### src/logic/hwo_pkg.sv
`default_nettype none
package hwo_pkg;
  // Clock rates. The crystal rate is a plain default; the crystal tick is derived from it.
  localparam int unsigned CLK_HZ            = 100_000_000;
  localparam int unsigned CRYSTAL_HZ        = 4_000_000;
  localparam int unsigned CRYSTAL_DIV       = CLK_HZ / CRYSTAL_HZ;

  // Register indices and their byte addresses on the 32-bit bus.
  localparam logic [7:0]  OPT_A_INDEX       = 8'h1F;
  localparam logic [7:0]  OPT_B_INDEX       = 8'h20;
  localparam logic [7:0]  OPT_A_ADDR        = 8'h7C;
  localparam logic [7:0]  OPT_B_ADDR        = 8'h80;

  // Field positions in the first option register.
  localparam int unsigned UV_HALT_BIT       = 7;
  localparam int unsigned ROM_PROTECT_BIT   = 6;
  localparam int unsigned UV_RST_DIS_BIT    = 5;
  localparam int unsigned UV_PWR_DIS_BIT    = 4;
  localparam int unsigned SHORT_REC_BIT     = 3;
  localparam int unsigned WDOG_RATE_BIT     = 2;
  localparam int unsigned HALT_ALLOW_BIT    = 1;
  localparam int unsigned WDOG_DIS_BIT      = 0;
  // Field position in the second option register.
  localparam int unsigned EE_PROTECT_BIT    = 0;

  // Fixed option values of this part.
  localparam logic [7:0]  OPT_A_VALUE       = 8'h86;
  localparam logic [7:0]  OPT_B_VALUE       = 8'h01;

  // Timeout lengths in crystal clock cycles.
  localparam int unsigned REC_SHORT_CYCLES  = 32;
  localparam int unsigned REC_LONG_CYCLES   = 4096;
  localparam int unsigned WDOG_LONG_CYCLES  = (1 << 18) - (1 << 4);
  localparam int unsigned WDOG_SHORT_CYCLES = (1 << 13) - (1 << 4);
  localparam int unsigned TMO_WIDTH         = 19;

  // Protected EEPROM window.
  localparam logic [15:0] EE_PROT_LO        = 16'h08F0;
  localparam logic [15:0] EE_PROT_HI        = 16'h08FF;
endpackage
`default_nettype wire

### src/logic/hwo_timeout.sv
`timescale 1ns/1ns
`default_nettype none
module hwo_timeout #(
  parameter int unsigned WIDTH = 19
) (
  // Clock and reset.
  input  wire logic             mclk_in,
  input  wire logic             sys_rst_in,
  // Control.
  input  wire logic             tick_in,
  input  wire logic             start_in,
  input  wire logic             run_in,
  input  wire logic [WIDTH-1:0] limit_in,
  // Status.
  output logic                  busy_out,
  output logic                  expire_out
);
  // Refuse a counter width that the comparison logic cannot serve.
  if (WIDTH < 2 || WIDTH > 31)
  begin : g_bad_width
    $error("hwo_timeout: WIDTH out of range");
  end

  // Tick counter of the current interval.
  logic [WIDTH-1:0] count;

  // Count ticks while running; start always restarts from zero.
  always_ff @(posedge mclk_in)
  begin
    if (sys_rst_in)
    begin
      count      <= '0;
      busy_out   <= 1'b0;
      expire_out <= 1'b0;
    end
    else
    begin
      expire_out <= 1'b0;
      if (start_in)
      begin
        // A restart wins over a tick in the same cycle.
        count    <= '0;
        busy_out <= 1'b1;
      end
      else if (busy_out && run_in && tick_in)
      begin
        if (count == limit_in - 1'b1)
        begin
          busy_out   <= 1'b0;
          expire_out <= 1'b1;
        end
        else
        begin
          count <= count + 1'b1;
        end
      end
    end
  end
endmodule
`default_nettype wire

### src/logic/hwo_option_regs.sv
// Function
// First option register fixed, reset-proof, read-only.
// Monitor runs in halt only if enabled.
// ROM protect bit denies ROM access.
// Reset-disable bit blocks monitor resets.
// Power-disable bit removes monitor power.
// Halt recovery lasts 32 or 4096 ticks.
// Keep short recovery clear with crystal oscillator.
// Watchdog timeout long or short by rate.
// Halt opcode executes or is illegal.
// Watchdog disable bit turns watchdog off.
// EEPROM protect blocks window and config writes.
// Fixed values match this part's option set.
// Second option register fixed and read-only.
//
// The Avalon-MM interface to the registers was left to the implementer.
`timescale 1ns/1ns
`default_nettype none
module hwo_option_regs
  import hwo_pkg::*;
#(
  parameter int unsigned XTAL_DIV   = hwo_pkg::CRYSTAL_DIV,
  parameter int unsigned WDOG_LONG  = hwo_pkg::WDOG_LONG_CYCLES,
  parameter int unsigned WDOG_SHORT = hwo_pkg::WDOG_SHORT_CYCLES,
  parameter int unsigned REC_LONG   = hwo_pkg::REC_LONG_CYCLES,
  parameter int unsigned REC_SHORT  = hwo_pkg::REC_SHORT_CYCLES
) (
  // Clock and reset.
  input  wire logic        mclk_in,
  input  wire logic        sys_rst_in,
  // Avalon-MM slave.
  input  wire logic [7:0]  avs_address_in,
  input  wire logic        avs_read_in,
  input  wire logic        avs_write_in,
  input  wire logic [31:0] avs_writedata_in,
  input  wire logic [3:0]  avs_byteenable_in,
  output logic [31:0]      avs_readdata_out,
  output logic             avs_waitrequest_out,
  // Undervolt monitor.
  input  wire logic        undervolt_detect_in,
  input  wire logic        halt_mode_in,
  output logic             undervolt_monitor_enable_out,
  output logic             undervolt_power_out,
  output logic             undervolt_reset_out,
  // ROM access gate.
  input  wire logic        rom_access_req_in,
  output logic             rom_access_grant_out,
  // EEPROM program and erase gate.
  input  wire logic        eeprom_pe_req_in,
  input  wire logic [15:0] eeprom_pe_addr_in,
  input  wire logic        eeprom_cfg_sel_in,
  output logic             eeprom_pe_grant_out,
  // Halt instruction and recovery.
  input  wire logic        halt_opcode_in,
  input  wire logic        halt_exit_req_in,
  output logic             halt_exec_out,
  output logic             illegal_opcode_out,
  output logic             halt_recovered_out,
  // Watchdog timer.
  input  wire logic        watchdog_clear_in,
  output logic             watchdog_enable_out,
  output logic             watchdog_reset_out
);
  import hwo_pkg::*;

  // Refuse counts that the timeout counter cannot hold.
  if (WDOG_LONG >= (1 << TMO_WIDTH) || REC_LONG >= (1 << TMO_WIDTH) || WDOG_SHORT == 0 ||
      WDOG_SHORT >= (1 << TMO_WIDTH) || REC_SHORT >= (1 << TMO_WIDTH) ||
      REC_SHORT == 0 || XTAL_DIV < 2 || XTAL_DIV > 65536)
  begin : g_bad_param
    $error("hwo_option_regs: timeout or divider parameter out of range");
  end

  // Option bits are wired constants, so neither reset nor writes can touch them.
  wire logic [7:0] opt_a = OPT_A_VALUE; // see R1
  wire logic [7:0] opt_b = OPT_B_VALUE; // see R13

  // Individual option bits, named after what they steer.
  wire logic uv_in_halt   = opt_a[UV_HALT_BIT];
  wire logic rom_protect  = opt_a[ROM_PROTECT_BIT];
  wire logic uv_rst_dis   = opt_a[UV_RST_DIS_BIT];
  wire logic uv_pwr_dis   = opt_a[UV_PWR_DIS_BIT];
  wire logic short_rec    = opt_a[SHORT_REC_BIT];
  wire logic wdog_rate    = opt_a[WDOG_RATE_BIT];
  wire logic halt_allow   = opt_a[HALT_ALLOW_BIT];
  wire logic wdog_dis     = opt_a[WDOG_DIS_BIT];
  wire logic ee_protect   = opt_b[EE_PROTECT_BIT];

  // Bus acknowledge: one wait cycle, then the answer.
  logic ack;

  // The request is held with waitrequest high for one cycle, so read data is registered.
  always_ff @(posedge mclk_in)
  begin
    if (sys_rst_in)
    begin
      ack <= 1'b0;
    end
    else
    begin
      ack <= (avs_read_in || avs_write_in) && !ack;
    end
  end

  assign avs_waitrequest_out = (avs_read_in || avs_write_in) && !ack;

  // Read data; writes are accepted and dropped, unmapped reads answer zero.
  always_ff @(posedge mclk_in)
  begin
    if (sys_rst_in)
    begin
      avs_readdata_out <= 32'h00000000;
    end
    else if (avs_read_in && !ack)
    begin
      case (avs_address_in)
        OPT_A_ADDR: avs_readdata_out <= {24'h000000, opt_a};
        OPT_B_ADDR: avs_readdata_out <= {24'h000000, opt_b};
        default:    avs_readdata_out <= 32'h00000000;
      endcase
    end
  end

  // Crystal tick divider; all timeouts count these enable pulses.
  logic [15:0] div_count;
  logic        xtal_tick;

  // The divider free-runs from reset; the timeouts therefore may be short by one tick phase.
  always_ff @(posedge mclk_in)
  begin
    if (sys_rst_in)
    begin
      div_count <= 16'h0000;
      xtal_tick <= 1'b0;
    end
    else if (div_count == 16'(XTAL_DIV - 1))
    begin
      div_count <= 16'h0000;
      xtal_tick <= 1'b1;
    end
    else
    begin
      div_count <= div_count + 16'h0001;
      xtal_tick <= 1'b0;
    end
  end

  // Detector input comes from the analog comparator and is synchronised first.
  logic uv_sync_a;
  logic uv_sync_b;
  logic uv_seen;

  // Two-stage synchroniser and edge memory for the detector.
  always_ff @(posedge mclk_in)
  begin
    if (sys_rst_in)
    begin
      uv_sync_a <= 1'b0;
      uv_sync_b <= 1'b0;
      uv_seen   <= 1'b0;
    end
    else
    begin
      uv_sync_a <= undervolt_detect_in;
      uv_sync_b <= uv_sync_a;
      uv_seen   <= uv_sync_b;
    end
  end

  // Monitor power and activity follow the option bits and halt mode.
  assign undervolt_power_out          = !uv_pwr_dis;
  assign undervolt_monitor_enable_out = !uv_pwr_dis && (!halt_mode_in || uv_in_halt);

  // Monitor reset pulse on a rising detection, only if resets are allowed.
  always_ff @(posedge mclk_in)
  begin
    if (sys_rst_in)
    begin
      undervolt_reset_out <= 1'b0;
    end
    else
    begin
      undervolt_reset_out <= uv_sync_b && !uv_seen && !uv_rst_dis &&
                             undervolt_monitor_enable_out;
    end
  end

  // The protected EEPROM targets: the top window and both configuration registers.
  wire logic ee_in_window = (eeprom_pe_addr_in >= EE_PROT_LO) && (eeprom_pe_addr_in <= EE_PROT_HI);

  // Access gates and halt opcode decode, registered one cycle after the request.
  always_ff @(posedge mclk_in)
  begin
    if (sys_rst_in)
    begin
      rom_access_grant_out <= 1'b0;
      eeprom_pe_grant_out  <= 1'b0;
      halt_exec_out        <= 1'b0;
      illegal_opcode_out   <= 1'b0;
    end
    else
    begin
      rom_access_grant_out <= rom_access_req_in && !rom_protect;
      eeprom_pe_grant_out  <= eeprom_pe_req_in &&
                              !(ee_protect && (ee_in_window || eeprom_cfg_sel_in));
      halt_exec_out        <= halt_opcode_in && halt_allow;
      illegal_opcode_out   <= halt_opcode_in && !halt_allow;
    end
  end

  // Timeout lengths picked by the option bits.
  wire logic [TMO_WIDTH-1:0] rec_limit  = short_rec ? TMO_WIDTH'(REC_SHORT) :
                                                      TMO_WIDTH'(REC_LONG);
  wire logic [TMO_WIDTH-1:0] wdog_limit = wdog_rate ? TMO_WIDTH'(WDOG_LONG) :
                                                      TMO_WIDTH'(WDOG_SHORT);
  logic wdog_busy;
  wire logic wdog_start = watchdog_clear_in || (watchdog_enable_out && !wdog_busy);

  assign watchdog_enable_out = !wdog_dis;

  // Halt recovery delay; it starts when the exit request arrives.
  hwo_timeout #(
    .WIDTH      (TMO_WIDTH)
  ) u_rec_tmo (
    .mclk_in    (mclk_in),
    .sys_rst_in (sys_rst_in),
    .tick_in    (xtal_tick),
    .start_in   (halt_exit_req_in),
    .run_in     (1'b1),
    .limit_in   (rec_limit),
    .busy_out   (),
    .expire_out (halt_recovered_out)
  );

  // Watchdog interval; it freezes in halt and is held idle while disabled.
  logic wdog_expire;
  hwo_timeout #(
    .WIDTH      (TMO_WIDTH)
  ) u_wdog_tmo (
    .mclk_in    (mclk_in),
    .sys_rst_in (sys_rst_in),
    .tick_in    (xtal_tick),
    .start_in   (wdog_start && watchdog_enable_out),
    .run_in     (!halt_mode_in && watchdog_enable_out),
    .limit_in   (wdog_limit),
    .busy_out   (wdog_busy),
    .expire_out (wdog_expire)
  );

  assign watchdog_reset_out = wdog_expire && watchdog_enable_out;

  // Helper: ticks the watchdog interval has run since its last start.
  // It mirrors the freeze in halt so that a wrong length shows up in the check below.
  logic [TMO_WIDTH:0] wdog_ticks;
  always_ff @(posedge mclk_in)
  begin
    if (sys_rst_in || (wdog_start && watchdog_enable_out))
    begin
      wdog_ticks <= '0;
    end
    else if (xtal_tick && !halt_mode_in && watchdog_enable_out)
    begin
      wdog_ticks <= wdog_ticks + 1'b1;
    end
  end

  // Helper: ticks seen since the recovery delay started.
  logic [TMO_WIDTH:0] rec_ticks;
  always_ff @(posedge mclk_in)
  begin
    if (sys_rst_in || halt_exit_req_in)
    begin
      rec_ticks <= '0;
    end
    else if (xtal_tick)
    begin
      rec_ticks <= rec_ticks + 1'b1;
    end
  end
endmodule
`default_nettype wire

### config.mk
export PLATFORM = sky130hd
export DESIGN_NAME = hwo_option_regs
export DESIGN_NICKNAME = d
export VERILOG_FILES = /design/src/logic/hwo_pkg.sv /design/src/logic/hwo_timeout.sv /design/src/logic/hwo_option_regs.sv
export SDC_FILE = /design/constraint.sdc
export NUM_CORES = 1
export LEC_CHECK = 0
export BUFFER_PORTS_ARGS = -buffer_cell sky130_fd_sc_hd__buf_2
export CAP_MARGIN = 10
export CORE_MARGIN = 2
export CORE_UTILIZATION = 45
export CTS_CLUSTER_SIZE = 10
export DETAILED_ROUTE_END_ITERATION = 8
export PLACE_DENSITY_LB_ADDON = 0.1
export SYNTH_ARGS = -nofsm -noshare
export SYNTH_HDL_FRONTEND = slang
export SYNTH_HIERARCHICAL = 1
export SYNTH_SLANG_ARGS = --single-unit
### constraint.sdc
create_clock -name mclk_in -period 2.9 [get_ports mclk_in]
set_input_delay 0.435 -clock mclk_in [delete_from_list [all_inputs] [get_ports mclk_in]]
set_output_delay 0.435 -clock mclk_in [all_outputs]
set_load 0.05 [all_outputs]
==> key figures <==
Logic synthesis
  – Compound-Gate Fraction of Synth Area: 14.2%
  – Most frequent cell after synthesis: dfxtp_1
  – Multiplexer share of the synthesized area: under 10%
  – Post-Synth XOR/XNOR Area: 12.0%
  – Yosys reg bits: about 70
  – Post-Syn Area: 4910 µm²
  – Mapped Cells: 631
  – Top FF cell, synth: dfxtp_1
  – Biggest area contributors in the synthesized netlist: dfxtp_1, xnor2_1, buf_4
  – Post-synth ARST share: 0%
  – Largest family of logic cells by synthesized area: simple AND/OR/NAND/NOR gates
  – Synth Area in Simple Gates: 33.8%
  – Distinct cells, synth: 55
  – Syn Area/Cell: between 7 and 8 µm²
  – Post-synth EDFFs: 0
  – Ys Warns: 6
  – Post-synth top area share: between 20% and 30%
  – Post-Synth Adder-Cell Area: between 1.5 and 2%
  – Leading area contributor after synthesis: dfxtp_1
  – Seq/Total Area, Yosys: between 20% and 30%
  – Top cells by count, synth: dfxtp_1, nor2_1, nand2_1

Placement
  – Port bufs: 42
  – Placer Congestion: around 0.83
  – Post-DP HPWL: between 8000 and 9000 µm
  – Post-DP Area: 5800 µm²

Critical path
  – CP Data Arrival Time: 2.82 ns
  – Setup crit end kind: flop
  – CP startpoint kind: flop
  – Setup CP Type: reg2reg
  – Crit path max fanout: 13
  – Worst path required time: about 3.2 ns

Global route
  – Top Usage Layer GRT: met2
  – Vias in the first global route: 4216
  – Met3 Usage GRT: 3.92%
  – GRT Util Overall: a little under a fifth
  – Largest net degree at the start of global routing: 26
  – Initial antenna violation count: 0
  – First-pass GRT wire length: between 15000 and 20000 µm
  – Gr ovfl total: 0
  – M2 GR Usage: roughly a third
  – Met1 Usage GRT: 22.3%

STA
  – Final Cycle Share: between 80% and 90%
  – Slew Limit Fails: 0
  – Clock skew: ~0.01 ns
  – Max-slew headroom: around 58%
  – Slew @ Worst Pin: between 0.6 and 0.7 ns
  – Final min period: 2.56 ns
  – RSZ-0062 raised after global routing: false
  – Setup_tns: 0 ns
  – # setup viols final: 0
  – Fmax: 390 MHz
  – Count of final hold-check violations: 0

Run
  – Max cap viols: 0

Routing
  – Routed Antenna Nets: 0
  – Vias: 4691
  – Routed WL: between 10000 and 15000 µm
  – DRC viols: 0
  – Vias/cell: ~4.7
  – Routed len/inst: approximately 11 µm
  – DRT iter0 DRCs: 240
  – Pre-Repair DR Iteration Count: 5

Outcome
  – Status: complete, no violations

Power and ir drop
  – Power per Cell Area: roughly 360 nW/µm²
  – Total power: around 2200 µW
  – Leakage: 0.00256 µW
  – Max rail drop VDD: approximately 0.37 mV

Clocking
  – CTS Hold Buffers Added: 0
  – Clock buffer count from CTS: 9
  – Clk_lat worst skew: around 0.34 ns
  – Max clock buf depth: 2
  – Setup bufs post-CTS: 0
  – # resized after CTS: 0
  – Sink Count: 69
  – Clock slew at reported path FFs: roughly 0.070 ns
  – H-Tree Depth: 3
  – CTS tree: built
  – Root Buffer: clkbuf_8

Finish
  – Layout cells sized above 1: about a tenth
  – Design Area, Final: 6030 µm²
  – Area growth, synth to finish: 22.9%
  – ANT cells: 0
  – Final Net Count: slightly above 900

Die
  – Ports: 115
  – Die W: around 110 µm
  – Initial core utilization: roughly 46%
  – Die Height: between 100 and 150 µm
  – Site Rows: 38
  – Core box area: 10700 µm²
  – Die ar.: 11800 µm²

Min path
  – Worst min-delay path class: in2reg
-- state kept, by name, indices dropped and copies added, names as in the netlist, 2 cells and up --
| register | flops |
|---|---|
| avs_readdata_out | 2 |
| u_rec_tmo/count | 19 |
| div_count | 16 |
| u_wdog_tmo/count | 19 |
-- kinds of logic after synthesis --
| group | count (synthesis) |
|---|---|
| simple gates | 294 |
| compound gates | 111 |
| buf+inv | 73 |
| flops | 69 |
| xor+xnor | 67 |
| mux | 9 |
| fa+ha+maj | 6 |
| other cells | 2 |
-- critical path: stages (launching register included) --
cell	delay, ns
dfxtp_1	0.43
xnor2_1	0.12
xnor2_1	0.13
a2111oi_0	0.49
nand4_1	0.17
nor4_1	0.37
buf_4	0.19
a21o_1	0.16
buf_4	0.19
o21ai_0	0.10
a21oi_1	0.14
-- report_power, final --
part	internal (µW)	total [µW]	switching (µW)
Combinational	89.1	321	232
Sequential	959	965	6.70
Clock	515	867	352
Total	1560	2150	590
-- routing by layer --
layer  up-vias  share of wire [%]
li1       2477                  -
met1      2144                 45
met2        62                 52
met3         8                2.7
met4         0               0.54
met5         -                  0
-- area by class of cell --
class                           instances  area, µm²
Multi-Input combinational cell        687       3860
Fill cell                            1084       4720
Inverter                               24       90.1
Sequential cell                        69       1380
Tap cell                              140        175
Clock inverter                          2       37.5
Timing Repair Buffer                   53        293
Clock buffer                           14        193
-- stage by stage --
step           hold WS, ns  worst slack (ns)  utilization, %  std cells
2_1_floorplan        0.367             0.715               -        829
3_3_place_gp         0.375             0.392            54.0        973
3_5_place_dp         0.375             0.346            54.0        973
4_1_cts              0.288             0.338            56.1        989
5_1_grt              0.295            0.0290            56.1        989
6_report             0.308             0.338            56.1        989
-- path summary, 6_finish.rpt --
kind	depth (start not counted)	slack, ns	from	endpoint
setup / recovery	10	0.34	u_rec_tmo/count[3]	u_rec_tmo/count[8]
hold reg to reg	1	0.38	uv_seen	undervolt_reset_out
setup reg to reg	10	0.34	u_rec_tmo/count[3]	u_rec_tmo/count[8]
hold / removal	2	0.31	undervolt_detect_in	uv_sync_a
-- placed cells by master (no fill, tap or decap), types with 14 or more instances in the layout --
cell type / n
a21oi_1: 34
and3_1: 16
buf_2: 42
clkbuf_8: 14
conb_1: 200
dfxtp_1: 69
inv_1: 24
nand2_1: 46
nand3_1: 17
nand4_1: 17
nor2_1: 58
nor3_1: 25
nor4_1: 19
o21ai_0: 31
or3_1: 29
xnor2_1: 40
xor2_1: 27
Power figures use the tool's default switching activity.
